[config.mk]
export PLATFORM = sky130hd
export DESIGN_NAME = otp_programmer
export DESIGN_NICKNAME = d
export VERILOG_FILES = /design/src/logic/otp_prog_pkg.sv /design/src/logic/otp_programmer.sv /design/src/logic/pulse_timer.sv
export VERILOG_INCLUDE_DIRS = /design/src /design/src/logic
export SDC_FILE = /design/constraint.sdc
export NUM_CORES = 1
export LEC_CHECK = 0
export ABC_AREA = 1
export CORE_ASPECT_RATIO = 2
export CORE_UTILIZATION = 56
export CTS_BUF_LIST = sky130_fd_sc_hd__clkbuf_4 sky130_fd_sc_hd__clkbuf_8 sky130_fd_sc_hd__clkbuf_16
export DETAILED_ROUTE_END_ITERATION = 16
export DONT_BUFFER_PORTS = 1
export PLACE_DENSITY = 0.78
export SLEW_MARGIN = 20
export SYNTH_ARGS = -nofsm -noshare
export SYNTH_HDL_FRONTEND = slang
export SYNTH_SLANG_ARGS = --single-unit
[constraint.sdc]
create_clock -name clk -period 1.6 [get_ports clk]
set_input_delay 0.16 -clock clk [delete_from_list [all_inputs] [get_ports clk]]
set_output_delay 0.16 -clock clk [all_outputs]
set_load 0.02 [all_outputs]
[src/logic/otp_prog_defs.svh]
// Timing constants and rule summary for the OTP word programmer
// Function
// - Program pulse 100 us, within 95..105 us
// - Start at word zero, raise supplies first
// - First pass: one pulse per word, no verify
// - Second pass: verify, up to 10 retries
// - Still failing after tenth retry: device failed
// - On verify pass advance until all checked
// - Lower supplies, read back all, compare
// - Id mode: address low, high-voltage pin, toggle select
`ifndef OTP_PROG_DEFS_SVH
`define OTP_PROG_DEFS_SVH
`define CLK_HZ          20000000
`define PULSE_NS        100000
`define PULSE_CYC       ((`PULSE_NS * (`CLK_HZ / 1000000)) / 1000)
`define SETUP_NS        2000
`define SETUP_CYC       ((`SETUP_NS * (`CLK_HZ / 1000000) + 999) / 1000)
`define READ_NS         150
`define READ_CYC        ((`READ_NS * (`CLK_HZ / 1000000) + 999) / 1000)
`define SUPPLY_NS       2000
`define SUPPLY_CYC      ((`SUPPLY_NS * (`CLK_HZ / 1000000) + 999) / 1000)
`define MAX_RETRY       10
`endif

[src/logic/otp_prog_pkg.sv]
// Types shared by the OTP word programmer
package otp_prog_pkg;
	typedef enum logic [3:0] {
		st_idle,
		st_power_up,
		st_pulse_setup,
		st_pulse,
		st_pulse_hold,
		st_verify,
		st_power_down,
		st_readback,
		st_ident,
		st_done
	} prog_state_e;
endpackage

[src/logic/otp_programmer.sv]
// Programming and identification controller for a 64K x 16 OTP memory
`timescale 1ns/1ns
`include "otp_prog_defs.svh"
module otp_programmer
	import otp_prog_pkg::*;
#(
	parameter int ADDR_W     = 16,
	parameter int MAX_RETRY  = `MAX_RETRY,
	parameter int PULSE_CYC  = `PULSE_CYC
) (
	// Clock and reset
	input  wire logic              clk,
	input  wire logic              resetn,
	// User commands
	input  wire logic              start_prog,
	input  wire logic              start_ident,
	input  wire logic              ident_word,
	input  wire logic [ADDR_W-1:0] last_addr,
	// Source data lookup, same clock, answered combinationally
	output logic      [ADDR_W-1:0] src_addr,
	input  wire logic [15:0]       src_data,
	// User status
	output logic                   busy,
	output logic                   done,
	output logic                   pass,
	output logic                   fail,
	output logic      [15:0]       ident_data,
	// Supply control
	output logic                   supply_prog,
	output logic                   vpp_prog,
	// Device pins
	output logic      [ADDR_W-1:0] mem_addr,
	output logic                   chip_sel_n,
	output logic                   out_en_n,
	output logic                   program_strobe_n,
	output logic                   id_mode_hv_pin,
	output logic      [15:0]       data_out,
	output logic      [15:0]       data_oe,
	input  wire logic [15:0]       data_in
);
	localparam int TW = 12;
	prog_state_e      state;       // Sequencer state
	logic [3:0]       retries;     // Retry pulses on this word
	logic             second_pass; // Verify/retry pass active
	logic [15:0]      din_meta;    // First sync stage
	logic [15:0]      din_sync;    // Second sync stage
	logic             tmr_load;    // Start timed window
	logic [TW-1:0]    tmr_count;   // Window length
	logic             tmr_done;    // Window elapsed
	logic             at_last;     // Current word is the last

	initial begin
		if (ADDR_W != 16) $error("otp_programmer supports 16 address bits");
		if (PULSE_CYC < 1900 || PULSE_CYC > 2100)
			$error("pulse width outside 95..105 us");
		if (MAX_RETRY < 1 || MAX_RETRY > 15) $error("bad MAX_RETRY");
	end

	pulse_timer #(.WIDTH(TW)) timer (
		.clk     (clk),
		.resetn  (resetn),
		.load    (tmr_load),
		.count   (tmr_count),
		.expired (tmr_done)
	);

	// Read data arrives from pins: two flops before use
	always_ff @(posedge clk or negedge resetn) begin
		if (!resetn) begin
			din_meta <= 16'h0000;
			din_sync <= 16'h0000;
		end else begin
			din_meta <= data_in;
			din_sync <= din_meta;
		end
	end

	assign at_last  = (mem_addr == last_addr);
	assign src_addr = mem_addr;
	assign busy     = (state != st_idle) && (state != st_done);

	// Window lengths per state; timer reloads on entry to each timed state
	always_comb begin
		tmr_load  = 1'b0;
		tmr_count = TW'(`SETUP_CYC);
		case (state)
			st_idle: begin
				tmr_load  = start_prog || start_ident;
				tmr_count = TW'(`SUPPLY_CYC);
			end
			st_pulse_setup: begin
				tmr_load  = tmr_done;
				tmr_count = TW'(PULSE_CYC - 1);
			end
			st_pulse: begin
				tmr_load  = tmr_done;
				tmr_count = TW'(`SETUP_CYC);
			end
			st_pulse_hold: begin
				tmr_load  = tmr_done;
				tmr_count = second_pass ? TW'(`READ_CYC + 2)
					: TW'(`SETUP_CYC);
			end
			st_verify, st_readback: begin
				tmr_load  = tmr_done;
				tmr_count = TW'(`SETUP_CYC);
			end
			st_power_up, st_power_down: begin
				tmr_load  = tmr_done;
				tmr_count = TW'(`SETUP_CYC);
			end
			default: begin
				tmr_load  = 1'b0;
				tmr_count = TW'(`SETUP_CYC);
			end
		endcase
	end

	// Sequencer: two programming passes, then low-voltage readback
	always_ff @(posedge clk or negedge resetn) begin
		if (!resetn) begin
			state       <= st_idle;
			mem_addr    <= '0;
			retries     <= 4'h0;
			second_pass <= 1'b0;
			pass        <= 1'b0;
			fail        <= 1'b0;
			ident_data  <= 16'h0000;
		end else begin
			case (state)
				st_idle: begin
					mem_addr    <= '0;
					retries     <= 4'h0;
					second_pass <= 1'b0;
					if (start_prog) begin
						pass  <= 1'b0;
						fail  <= 1'b0;
						state <= st_power_up;
					end else if (start_ident) begin
						// Only the select bit may be high
						mem_addr <= ADDR_W'(ident_word);
						state    <= st_ident;
					end
				end
				st_power_up: begin
					if (tmr_done) state <= st_pulse_setup;
				end
				st_pulse_setup: begin
					if (tmr_done) state <= st_pulse;
				end
				st_pulse: begin
					if (tmr_done) state <= st_pulse_hold;
				end
				st_pulse_hold: begin
					if (tmr_done) begin
						if (second_pass) begin
							state <= st_verify;
						end else if (at_last) begin
							second_pass <= 1'b1;
							mem_addr    <= '0;
							state       <= st_verify;
						end else begin
							// First pass skips verify entirely
							mem_addr <= mem_addr + ADDR_W'(1);
							state    <= st_pulse_setup;
						end
					end
				end
				st_verify: begin
					if (tmr_done) begin
						if (din_sync == src_data) begin
							retries <= 4'h0;
							if (at_last) begin
								mem_addr <= '0;
								state    <= st_power_down;
							end else begin
								mem_addr <= mem_addr + ADDR_W'(1);
							end
						end else if (retries == 4'(MAX_RETRY)) begin
							fail  <= 1'b1;
							state <= st_done;
						end else begin
							retries <= retries + 4'h1;
							state   <= st_pulse_setup;
						end
					end
				end
				st_power_down: begin
					if (tmr_done) state <= st_readback;
				end
				st_readback: begin
					if (tmr_done) begin
						if (din_sync != src_data) begin
							fail  <= 1'b1;
							state <= st_done;
						end else if (at_last) begin
							pass  <= 1'b1;
							state <= st_done;
						end else begin
							mem_addr <= mem_addr + ADDR_W'(1);
						end
					end
				end
				st_ident: begin
					if (tmr_done) begin
						ident_data <= din_sync;
						state      <= st_done;
					end
				end
				st_done: begin
					state <= st_idle;
				end
				default: begin
					state <= st_idle;
				end
			endcase
		end
	end

	assign done = (state == st_done);

	// Supplies high for both programming passes only
	always_ff @(posedge clk or negedge resetn) begin
		if (!resetn) begin
			supply_prog <= 1'b0;
			vpp_prog    <= 1'b0;
		end else begin
			supply_prog <= (state == st_power_up) || (state == st_pulse_setup)
				|| (state == st_pulse) || (state == st_pulse_hold)
				|| (state == st_verify);
			vpp_prog    <= (state == st_power_up) || (state == st_pulse_setup)
				|| (state == st_pulse) || (state == st_pulse_hold)
				|| (state == st_verify);
		end
	end

	// Control pins and data drive per phase
	always_ff @(posedge clk or negedge resetn) begin
		if (!resetn) begin
			chip_sel_n       <= 1'b1;
			out_en_n         <= 1'b1;
			program_strobe_n <= 1'b1;
			id_mode_hv_pin   <= 1'b0;
			data_out         <= 16'h0000;
			data_oe          <= 16'h0000;
		end else begin
			chip_sel_n       <= (state == st_idle) || (state == st_done)
				|| (state == st_power_up) || (state == st_power_down);
			// Strobe low only in the timed pulse window
			program_strobe_n <= (state != st_pulse);
			// Verify, readback and id read with enable low; device floats
			// its outputs otherwise, so no contention with our drive
			out_en_n         <= !((state == st_verify)
				|| (state == st_readback) || (state == st_ident));
			id_mode_hv_pin   <= (state == st_ident);
			data_out         <= src_data;
			data_oe          <= {16{(state == st_pulse_setup)
				|| (state == st_pulse) || (state == st_pulse_hold)}};
		end
	end
endmodule

[src/logic/pulse_timer.sv]
// Down counter that times strobe, setup and read windows
`timescale 1ns/1ns
module pulse_timer #(
	parameter int WIDTH = 12
) (
	// Clock and reset
	input  wire logic             clk,
	input  wire logic             resetn,
	// Control
	input  wire logic             load,
	input  wire logic [WIDTH-1:0] count,
	// Status
	output logic                  expired
);
	logic [WIDTH-1:0] remain;      // Cycles still to run

	initial begin
		if (WIDTH < 2) $error("pulse_timer WIDTH too small");
	end

	// Load starts a window; expiry is flagged when remain reaches zero
	always_ff @(posedge clk or negedge resetn) begin
		if (!resetn) begin
			remain <= '0;
		end else if (load) begin
			remain <= count;
		end else if (remain != '0) begin
			remain <= remain - WIDTH'(1);
		end
	end

	// Expiry depends on the count alone: the caller derives load from it,
	// so gating it with load again would close a combinational loop
	assign expired = (remain == '0);
endmodule

==> qor.yml <==
outcome: "complete, but fails checks"
violations: "negative hold slack, negative setup slack"
yosys_warnings: 0
synth_top_cell_by_area: "dfrtp_1"
layout_setup_ws_ps: -200.3
cp_max_fo: 10
yosys_register_bits: 109
hold_ws_ps: -512.4
ant_nets: 0
die_y_um: 145.1
antenna_cells: 0
grt_use_total: 0.3336
numCtsBuffers: 9
ys_seq_area_frac: 0.4766
power_leakage_nw: 4.148
die_w_um: 73.53
combPwrFrac: 0.478
hold_violations: 109
peakVddDrop_uv: 1461
intPower_w: 0.006638
hpwl_um: 11290
io_buffers: 0
slew_viol_final: 0
crit_chain: "nor2_2 -> nor2_1 -> nor2_1 -> nand2_1 -> nor2_2 -> nand2_4 -> nand3_4 -> nand2_8 -> buf_12 -> nand3_1 -> nand2_1"
critPathCaptureType: "flip-flop"
first_iter_violations: 337
start_util: 0.5831
placed_cells: 930
crit_slowest_cell: "dfrtp_2"
skew_ps: 14.65
wl_per_cell_um: 19.39
worst_ep_required_time_ps: 1850
pwr-share-clk: 0.210
drive_gt1_frac: 0.3897
die_area_mm2: 0.01067
tightestPinTransition_ps: 389.1
cts_tree: "done"
grt_setup_unrepaired: "true"
synthTopCellsByArea: "dfrtp_1 (46%), nand2_1 (15%), inv_1 (5.2%), nand3_1 (5.0%), nor2_1 (4.6%)"
rows: 51
antenna_found_initial: 0
syn_area_per_cell_um2: 7.882
powerDensity_mw_per_mm2: 1414
final_nets: 928
worstPathArrival_ps: 2050
area_growth_pct: 41.57
yosysUniqueCellTypes: 33
drt_first_pass_iters: 5
clk_pin_slew_ps: 80
core_area_mm2: 0.009827
synth_commonest_cells: "nand2_1 (231), dfrtp_1 (106), inv_1 (80)"
yosysTopAreaCellShare: 0.4629
cts_buffer_depth: 2
finalNonFillerCells: 1007
criticalPathCategory: "reg2reg"
fin_crit_sh: 1.125
synth_edf_count: 0
grt_max_degree: 110
yosysMostFrequentCell: "nand2_1"
cts_num_sinks: 109
setup_viol: 42
netlist_instances: 727
place_ws_ps: -151.9
cts_hold_buf: 32
routed-via-count: 5607
slowest_delay_ps: 450
synth-main-ff-cell: "dfrtp_1"
wl_um: 19530
syn_area_mm2: 0.005730
period_needed_ps: 1800
total_power_w: 0.01147
worstReg2RegStart: "mem_addr[1]"
p_switching_w: 0.004830
vias_per_cell: 5.568
grt_pass1_vias: 5612
startpoint: "mem_addr[1]"
grt_overflow: 0
p_seq_frac: 0.313
ios: 143
max_cap_violations: 0
cp-start-kind: "flip-flop"
syn-num-nets: 785
sw_frac_of_total: 0.4211
fin_util: 0.8256
drcViolationCount: 0
htreeDepth: 3
place.gp.congestion: 0.8853
ys_async_sr_fraction: 1.000
cts_root_buf: "clkbuf_16"
max_freq_mhz: 555.5
clk_latency_ps: 360
grt_pass1_wl_um: 26620
relSlewSlack: 0.7396
hold_path.class: "in2async"
[power groups by stage]
stage	sequential [W]	combinational [W]	clock (W)
2_1_floorplan	0.00358	0.00265	0
3_3_place_gp	0.00358	0.00376	0
3_5_place_dp	0.00359	0.00387	0
4_1_cts	0.00354	0.00484	0.00241
5_1_grt	0.00361	0.00583	0.00252
6_report	0.00359	0.00548	0.00241
[timing repair]
action / CTS / global route
gates cloned: 3 / 4
pin swaps: 31 / 58
setup endpoints to repair: 47 / 57
gates resized for setup: 62 / 114
hold endpoints to repair: 141 / 109
buffers inserted: 17 / 7
[cells in the final DEF (no fill, tap or decap), types with 2 or more instances in the layout]
cell           count
o21ai_4            3
dfstp_2            3
dfrtp_2           15
nor2_2            13
nand4_1            4
nand2_1          192
inv_4              4
buf_6             14
nand3_1           35
dfrtp_1           90
inv_2             18
o21ai_2           10
nor2_4            17
clkinv_8           2
xor2_1            25
nand2_4           14
ha_1               3
buf_4            115
clkbuf_16         13
nand2_2           40
nand3_2           18
a211oi_1           3
nand2_8            2
nor3_1             2
buf_12             6
a21oi_2            3
dlygate4sd3_1     32
inv_12             2
inv_8              2
nand3_4            4
o21ai_1            7
a21oi_1            9
inv_1             71
mux2_2             6
o21ai_0            7
clkinv_1           2
nor3_2             3
nor2_1            52
[critical path: cells and delay by family (launching register included)]
family	cells	cell delay [ps]
AND/OR/NAND/NOR	10	1080
flip-flops	1	450
buffers and inverters	1	160
[worst paths after layout]
check	to	slack [ps]	cells after the start
setup / recovery	mem_addr[3]	-200	11
hold / removal	data_out[14]	-510	0
setup reg to reg	mem_addr[3]	-200	11
hold reg to reg	din_sync[9]	350	0
max in group asynchronous	program_strobe_n	1890	0
min in group clk	pass	120	3
[cells by family (layout without fill, tap and decap cells)]
| kind of cell | after synthesis | after routing | synth area share |
|---|---|---|---|
| xor gates and xnor gates | 25 | 25 | 0.03821 |
| adders and majority gates | 5 | 5 | 0.01092 |
| and+or+nand+nor | 397 | 398 | 0.2987 |
| muxes | 6 | 6 | 0.01179 |
| buffers and inverters | 139 | 286 | 0.1162 |
| DFF | 109 | 109 | 0.4766 |
| AOI/OAI and AO/OA | 46 | 46 | 0.04760 |
[registers in the layout, summed over array words and instances (netlist names), 4 cells and up]
signal        flops
data_out         16
din_meta         16
din_sync         16
ident_data       16
mem_addr         16
timer.remain     12
retries           4
state             4
[per-layer routing]
layer	GRT usage	share of wire
met3	0.08125	0.067
met2	0.6050	0.55
met4	0.2442	0.083
met5	0	0
met1	0.2995	0.30
[metrics by stage]
step	TNS, ps	instance area [um2]
after floorplan	-239.4	5792
after global placement	-1821	6566
after detailed placement	-3707	6566
after CTS	-2033	7610
after global routing	-9379	8113
final	-5134	8113
[layout make-up]
| class | count | area, um2 |
|---|---|---|
| inverter | 97 | 387.9 |
| clock buffer | 9 | 225.2 |
| tap | 132 | 165.2 |
| clock inverter | 7 | 100.1 |
| fill | 576 | 1714 |
| multi-input combinational | 480 | 2884 |
| timing repair buffer | 172 | 1589 |
| sequential | 109 | 2754 |
| timing repair inverter | 1 | 7.507 |
No activity file was read; power rests on OpenSTA's default activity.
